--- src/logic/pfd_pkg.sv ---
// constants and types for the phase detector and lock output block
// assumes a classic wishbone master on a 32-bit data bus
package pfd_pkg;

    // register byte offsets
    localparam logic [7:0] PFD_CFG_OFS = 8'h00;
    localparam logic [7:0] PFD_CTRL_OFS = 8'h04;
    localparam logic [7:0] PFD_STAT_OFS = 8'h08;
    localparam logic [7:0] PFD_CUR_OFS = 8'h0C;

    // values after reset
    localparam logic [7:0] PFD_CFG_RST = 8'h00;
    localparam logic PFD_PORT_RST = 1'b0;
    localparam logic [6:0] PFD_PCT_RST = 7'h46;

    // prescaler moduli
    localparam logic [6:0] PFD_MOD_LONG = 7'h41;
    localparam logic [6:0] PFD_MOD_SHORT = 7'h40;

    // current percentages, fine and coarse scales
    localparam logic [6:0] PFD_PCT_70 = 7'h46;
    localparam logic [6:0] PFD_PCT_80 = 7'h50;
    localparam logic [6:0] PFD_PCT_90 = 7'h5A;
    localparam logic [6:0] PFD_PCT_25 = 7'h19;
    localparam logic [6:0] PFD_PCT_50 = 7'h32;
    localparam logic [6:0] PFD_PCT_75 = 7'h4B;
    localparam logic [6:0] PFD_PCT_100 = 7'h64;

    // standby recovery states, gray except the wait back to run step
    typedef enum logic [1:0] {
        PFD_ST_RUN = 2'b00,
        PFD_ST_STANDBY_BIT = 2'b01,
        PFD_ST_WAIT = 2'b11
    } pfd_state_t;

    // configuration byte, msb first
    typedef struct packed {
        logic polarity_select;
        logic detector_select;
        logic lock_output_enable;
        logic standby_bit;
        logic [1:0] current_level_bits;
        logic step_size_select;
        logic spare;
    } pfd_cfg_t;

    // three-state pump drive: both low means floating
    typedef struct packed {
        logic source;
        logic sink;
    } pfd_pump_t;

    // wishbone request from master
    typedef struct packed {
        logic cyc;
        logic stb;
        logic we;
        logic [3:0] sel;
        logic [7:0] adr;
        logic [31:0] dat;
    } pfd_wb_req_t;

    // wishbone answer to master
    typedef struct packed {
        logic ack;
        logic [31:0] dat;
    } pfd_wb_rsp_t;

endpackage

--- src/logic/pfd_core.sv ---
// phase/frequency detectors, lock output, current decode, prescaler
// assumes divider pulses are synchronous to clock and much slower
`timescale 1ns/10ps

module pfd_core
    import pfd_pkg::*;
(
    input wire logic clock,
    input wire logic rst,
    input wire pfd_wb_req_t wb_req,
    output pfd_wb_rsp_t wb_rsp,
    input wire logic reference_compare_pulse,
    input wire logic vco_compare_pulse,
    input wire logic prescaler_modulus_ctl,
    output pfd_pump_t charge_pump_out,
    output logic ref_phase_out_n,
    output logic vco_phase_out_n,
    output logic lock_indicator,
    output logic [6:0] pump_current_pct,
    output logic modulus_probe,
    output logic prescaler_test_out
);

    // rising edge of a sampled pulse against its previous value
    function automatic logic rise(input logic cur, input logic prev);
        rise = cur & ~prev;
    endfunction

    // current decode from level bits, step size and port mode
    function automatic logic [6:0] pct(input logic [1:0] lvl,
                                       input logic step,
                                       input logic port);
        logic coarse;
        coarse = step & ~port;
        case (lvl)
            2'b00: pct = coarse ? PFD_PCT_25 : PFD_PCT_70;
            2'b01: pct = coarse ? PFD_PCT_50 : PFD_PCT_80;
            2'b10: pct = coarse ? PFD_PCT_75 : PFD_PCT_90;
            default: pct = PFD_PCT_100;
        endcase
    endfunction

    // register state
    pfd_cfg_t cfg_r; // configuration byte
    pfd_cfg_t cfg_nxt;
    logic port_mode_r; // general output is in port mode
    logic port_mode_nxt;
    logic ack_r; // wishbone acknowledge
    logic ack_nxt;
    logic [31:0] rdat_r; // wishbone read data
    logic [31:0] rdat_nxt;

    // detector state
    pfd_state_t state_r; // standby recovery
    pfd_state_t state_nxt;
    logic ref_d_r; // previous reference sample
    logic vco_d_r; // previous vco sample
    logic ref_flag_r; // reference edge seen, waiting for vco
    logic ref_flag_nxt;
    logic vco_flag_r; // vco edge seen, waiting for reference
    logic vco_flag_nxt;

    // output state
    pfd_pump_t pump_r;
    pfd_pump_t pump_nxt;
    logic ref_n_r;
    logic ref_n_nxt;
    logic vco_n_r;
    logic vco_n_nxt;
    logic lock_r;
    logic lock_nxt;
    logic [6:0] pct_r;
    logic [6:0] pct_nxt;

    // prescaler state
    logic [6:0] pre_cnt_r;
    logic [6:0] pre_cnt_nxt;
    logic pre_out_r;
    logic pre_out_nxt;
    logic mod_r;

    // bus decode and divider edge helpers
    logic req;
    logic wr;
    logic ref_edge;
    logic vco_edge;

    assign req = wb_req.cyc & wb_req.stb & ~ack_r;
    // write waits for the ack edge, so an abandoned cycle never lands
    assign wr = wb_req.cyc & wb_req.stb & ack_r & wb_req.we & wb_req.sel[0];
    assign ref_edge = rise(reference_compare_pulse, ref_d_r);
    assign vco_edge = rise(vco_compare_pulse, vco_d_r);

    // bus next state: ack one cycle after the request, write on ack edge
    always_comb begin
        cfg_nxt = cfg_r;
        port_mode_nxt = port_mode_r;
        ack_nxt = req;
        rdat_nxt = 32'h0000_0000;
        if (wr) begin
            case (wb_req.adr)
                PFD_CFG_OFS: cfg_nxt = pfd_cfg_t'(wb_req.dat[7:0]);
                PFD_CTRL_OFS: port_mode_nxt = wb_req.dat[0];
                default: begin
                    // read-only or unmapped: write dropped, still acked
                end
            endcase
        end
        if (req) begin
            case (wb_req.adr)
                PFD_CFG_OFS: rdat_nxt = {24'h00_0000, cfg_r};
                PFD_CTRL_OFS: rdat_nxt = {31'h0000_0000, port_mode_r};
                PFD_STAT_OFS: begin
                    rdat_nxt = {24'h00_0000, state_r, ref_flag_r,
                                vco_flag_r, ref_n_r, vco_n_r,
                                lock_r, mod_r};
                end
                PFD_CUR_OFS: rdat_nxt = {25'h000_0000, pct_r};
                default: rdat_nxt = 32'h0000_0000; // unmapped reads zero
            endcase
        end
    end

    // bus registers; all config cleared at reset
    always_ff @(posedge clock or posedge rst) begin
        if (rst) begin
            cfg_r <= pfd_cfg_t'(PFD_CFG_RST);
            port_mode_r <= PFD_PORT_RST;
            ack_r <= 1'b0;
            rdat_r <= 32'h0000_0000;
        end else begin
            cfg_r <= cfg_nxt;
            port_mode_r <= port_mode_nxt;
            ack_r <= ack_nxt;
            rdat_r <= rdat_nxt;
        end
    end

    // standby recovery and detector flags
    always_comb begin
        state_nxt = state_r;
        ref_flag_nxt = 1'b0;
        vco_flag_nxt = 1'b0;
        case (state_r)
            PFD_ST_RUN: begin
                if (cfg_r.standby_bit) begin
                    state_nxt = PFD_ST_STANDBY_BIT;
                end else begin
                    // once both edges are in, clear both next cycle
                    ref_flag_nxt = (ref_flag_r & ~vco_flag_r)
                                   | ref_edge;
                    vco_flag_nxt = (vco_flag_r & ~ref_flag_r)
                                   | vco_edge;
                end
            end
            PFD_ST_STANDBY_BIT: begin
                // flags stay clear; detectors idle
                if (!cfg_r.standby_bit) begin
                    state_nxt = PFD_ST_WAIT;
                end
            end
            PFD_ST_WAIT: begin
                // pulses blocked until first vco pulse, then restart
                if (cfg_r.standby_bit) begin
                    state_nxt = PFD_ST_STANDBY_BIT;
                end else if (vco_edge) begin
                    state_nxt = PFD_ST_RUN;
                end
            end
            default: state_nxt = PFD_ST_STANDBY_BIT;
        endcase
    end

    // output next values from the next flags, so outputs align
    always_comb begin
        logic up;
        logic dn;
        logic pair_off;
        up = 1'b0;
        dn = 1'b0;
        pair_off = 1'b0;
        // polarity low: vco ahead gives down, reference ahead gives up; polarity high swaps them
        up = cfg_r.polarity_select ? vco_flag_nxt : ref_flag_nxt;
        dn = cfg_r.polarity_select ? ref_flag_nxt : vco_flag_nxt;
        pump_nxt.source = 1'b0;
        pump_nxt.sink = 1'b0;
        // pump only when selected and awake; both flags only in reset
        if (cfg_r.detector_select && !cfg_r.standby_bit) begin
            pump_nxt.source = up;
            pump_nxt.sink = dn;
        end
        pair_off = cfg_r.detector_select | cfg_r.standby_bit;
        if (pair_off) begin
            ref_n_nxt = 1'b1;
            vco_n_nxt = 1'b1;
        end else begin
            // polarity swaps which line carries which pulses
            ref_n_nxt = ~up;
            vco_n_nxt = ~dn;
        end
        if (!cfg_r.lock_output_enable) begin
            lock_nxt = 1'b0;
        end else if (cfg_r.standby_bit) begin
            lock_nxt = 1'b1; // enabled in standby: static high
        end else begin
            lock_nxt = ref_n_nxt & vco_n_nxt;
        end
        pct_nxt = pct(cfg_r.current_level_bits, cfg_r.step_size_select,
                      port_mode_r);
    end

    // detector and output registers
    always_ff @(posedge clock or posedge rst) begin
        if (rst) begin
            state_r <= PFD_ST_RUN;
            ref_d_r <= 1'b0;
            vco_d_r <= 1'b0;
            ref_flag_r <= 1'b0;
            vco_flag_r <= 1'b0;
            pump_r <= '0;
            ref_n_r <= 1'b1;
            vco_n_r <= 1'b1;
            lock_r <= 1'b0;
            pct_r <= PFD_PCT_RST;
        end else begin
            state_r <= state_nxt;
            ref_d_r <= reference_compare_pulse;
            vco_d_r <= vco_compare_pulse;
            ref_flag_r <= ref_flag_nxt;
            vco_flag_r <= vco_flag_nxt;
            pump_r <= pump_nxt;
            ref_n_r <= ref_n_nxt;
            vco_n_r <= vco_n_nxt;
            lock_r <= lock_nxt;
            pct_r <= pct_nxt;
        end
    end

    // dual-modulus prescaler model on the block clock
    // low control divides by the longer modulus
    always_comb begin
        logic [6:0] last;
        last = (mod_r ? PFD_MOD_SHORT : PFD_MOD_LONG) - 7'h01;
        if (pre_cnt_r >= last) begin
            pre_cnt_nxt = 7'h00;
            pre_out_nxt = 1'b1;
        end else begin
            pre_cnt_nxt = pre_cnt_r + 7'h01;
            pre_out_nxt = 1'b0;
        end
    end

    // prescaler registers; modulus taken once per clock
    always_ff @(posedge clock or posedge rst) begin
        if (rst) begin
            pre_cnt_r <= 7'h00;
            pre_out_r <= 1'b0;
            mod_r <= 1'b0;
        end else begin
            pre_cnt_r <= pre_cnt_nxt;
            pre_out_r <= pre_out_nxt;
            mod_r <= prescaler_modulus_ctl;
        end
    end

    // all outputs straight from flops
    assign wb_rsp.ack = ack_r;
    assign wb_rsp.dat = rdat_r;
    assign charge_pump_out = pump_r;
    assign ref_phase_out_n = ref_n_r;
    assign vco_phase_out_n = vco_n_r;
    assign lock_indicator = lock_r;
    assign pump_current_pct = pct_r;
    assign modulus_probe = mod_r;
    assign prescaler_test_out = pre_out_r;

endmodule

--- config.mk ---
export PLATFORM = sky130hd
export DESIGN_NAME = pfd_core
export DESIGN_NICKNAME = d
export VERILOG_FILES = /design/src/logic/pfd_pkg.sv /design/src/logic/pfd_core.sv
export SDC_FILE = /design/constraint.sdc
export NUM_CORES = 1
export LEC_CHECK = 0
export CELL_PAD_IN_SITES_DETAIL_PLACEMENT = 0
export CELL_PAD_IN_SITES_GLOBAL_PLACEMENT = 1
export CORE_ASPECT_RATIO = 1.2
export CORE_MARGIN = 2
export CORE_UTILIZATION = 47
export DETAILED_ROUTE_END_ITERATION = 12
export DONT_BUFFER_PORTS = 1
export HOLD_SLACK_MARGIN = 0.05
export PLACE_DENSITY = 0.77
export RECOVER_POWER = 100
export SKIP_LAST_GASP = 1
export SYNTH_ARGS = -nofsm -noshare
export SYNTH_HDL_FRONTEND = slang
export SYNTH_SLANG_ARGS = --single-unit
--- constraint.sdc ---
create_clock -name clock -period 1.8 [get_ports clock]
set_clock_uncertainty 0.2 [all_clocks]
set_input_delay 0.27 -clock clock [delete_from_list [all_inputs] [get_ports clock]]
set_output_delay 0.27 -clock clock [all_outputs]
set_load 0.03 [all_outputs]
==> reports/qor.yml <==
worstSetupPathType: "in -> reg"
p_per_area_nw_per_um2: 1040
routabilityCongestion: 0.793
tns_ns: 0
vias: 1408
grt_start_max_net_pins: 25
cts_max_level: 2
die_w_um: 67.2
start_util: 0.491
peakVddDrop_v: 0.000746
rsz0062_at_grt: "no"
grt_pass1_vias: 1383
wl_mm: 4.16
synthMuxAreaShare: 0.0976
crit_fanout: 8
maxCapViolCount: 0
worst_pin_slew_ns: 0.867
viasPerCell: 5.06
clkSinkCount: 45
synth_compound_area_frac: 0.100
first_pass_iters: 4
final_cells: 278
fp.dieArea_um2: 5370
final_area_um2: 2590
place_inst: 251
grt_pass1_wl_mm: 6.62
synth_top_area_cell: "dfrtp_1"
grt_usage: 0.165
antenna_found_initial: 0
finalCritPeriodShare: 0.960
drive_gt1_frac: 0.186
synth-xor-area-share: 0.0194
hold_ws_ns: 0.0599
io_pins: 99
drc: 0
synth_area_per_cell_um2: 11.6
hpwl_mm: 3.18
cts-root-buf: "clkbuf_8"
num_antenna_cells: 0
outcome: "completed"
dieHeight_um: 79.9
fin_util: 0.564
finalSetupViolations: 0
max_freq_mhz: 579
core_um2: 4590
syn_to_final_growth_pct: 14.9
synth_top_family_by_area: "simple AND/OR/NAND/NOR gates"
cts_buffers: 5
ant_nets: 0
synth_cells: 194
power.leakage_nw: 1.20
yosys.area_share.simple: 0.135
n_fill_cell: 426
ys_warn_count: 0
period_needed_ns: 1.73
cts_tree: "yes"
synth_common_cells: "40 x dfrtp_1, 25 x buf_4, 14 x mux2_2, 14 x nor2_1, 8 x ha_1"
num_rows: 27
grt-ovfl-total: 0
min_path_type: "in -> reg"
synth_area_leaders: "dfrtp_1 44%, buf_4 8.3%, mux2_2 7.0%"
port_buffers: 0
fin_ws_ns: 0.0722
synth_top_area_share: 0.444
clock_latency_ns: 0.29
ys_seq_area_frac: 0.502
hold_viol_final: 0
synth_ff_type: "dfrtp_1"
required_ns: 1.78
synth-edff-count: 0
async_reset_ff_frac: 1.00
worst_ep_arrival_time_ns: 1.71
place_area_um2: 2250
clockBufferDepth: 2
wl_per_cell_um: 14.9
clkTransAtPathRegs_ns: 0.08
synth_fa_ha_area_frac: 0.0444
yosysUniqueCellTypes: 43
nets: 279
end_kind: "register"
yosys.cell_count.top_type: "dfrtp_1"
slew_violations: 0
synth-seq-cells: 45
place_ws_ns: -0.0765
max_slew_margin: 0.422
netlist_area_um2: 2260
finalPower_mw: 2.69
drt-initial-drc-count: 54
startpoint_type: "input pin"
power breakdown:
| group | switching (mW) | total, mW | internal (mW) |
|---|---|---|---|
| clock network | 0.332 | 0.883 | 0.551 |
| registers | 0.115 | 1.22 | 1.10 |
| logic | 0.359 | 0.594 | 0.234 |
cells in the final DEF (no fill, tap or decap), types with 3 or more instances in the layout:
| master | instances |
|---|---|
| a211oi_1 | 6 |
| a21oi_1 | 4 |
| a22oi_1 | 6 |
| buf_4 | 3 |
| clkbuf_8 | 5 |
| conb_1 | 24 |
| dfrtp_1 | 39 |
| dfstp_1 | 5 |
| dlygate4sd3_1 | 17 |
| ha_1 | 8 |
| inv_1 | 4 |
| mux2_2 | 14 |
| nand2_1 | 6 |
| nand2b_1 | 5 |
| nand3_1 | 5 |
| nor2_1 | 13 |
| nor2b_1 | 6 |
| o21ai_0 | 3 |
| or3_1 | 3 |
| xor2_1 | 3 |
final cells by class:
cell class / count / area (um^2) / area share
clock inverter: 3 / 65.1 / 0.0251
multi-input combinational: 138 / 1020 / 0.394
tap: 58 / 72.6 / 0.0280
timing repair buffer: 24 / 213 / 0.0821
clock buffer: 5 / 68.8 / 0.0266
sequential: 45 / 1130 / 0.437
inverter: 5 / 18.8 / 0.00724
kinds of logic after synthesis:
kind of cell	after synthesis
buffers and inverters	34
DFF	45
and+or+nand+nor	51
AOI/OAI and AO/OA	32
xor gates and xnor gates	5
other	1
adders and majority gates	8
muxes	18
flip-flops by register name, summed over array words and instances (netlist names), 2 cells and up:
name and count:
cfg_r 8, pre_cnt_r 7, state_r 2, rdat_r 8
charge_pump_out 2, pump_current_pct 7
final timing paths:
kind,startpoint,to,slack (ns),cells after the start
min in group asynchronous,rst,charge_pump_out[1]$_DFF_PP0_,0.39,2
min,wb_req[32],port_mode_r$_DFFE_PP0P_,0.06,3
min reg2reg,pre_cnt_r[0]$_DFF_PP0_,pre_cnt_r[0]$_DFF_PP0_,0.30,1
max,wb_req[39],cfg_r[1]$_DFFE_PP0P_,0.07,4
max reg2reg,modulus_probe$_DFF_PP0_,pre_cnt_r[5]$_DFF_PP0_,0.08,5
max in group asynchronous,rst,vco_d_r$_DFF_PP0_,0.21,3
per-layer routing:
metal / GRT usage / up-vias / part of all wire
li1: - / 688 / -
met1: 0.194 / 679 / 0.38
met2: 0.280 / 35 / 0.55
met3: 0.0508 / 6 / 0.058
met4: 0.0612 / 0 / 0.014
met5: 0 / - / 0
repair_timing:
action / 4_1_cts / 5_1_grt
endpoints found under the setup margin: 8 / 5
resized for setup: 3 / 6
hold buffers: 17 / 0
hold endpoints to repair: 43 / 0
setup buffers: 0 / 2
worst max-delay path, stage by stage:
cell and delay [ns]:
dlygate4sd3_1 0.59, nor4_4 0.25, nand4_4 0.24, mux2_1 0.36
No activity file was read; power rests on OpenSTA's default activity.
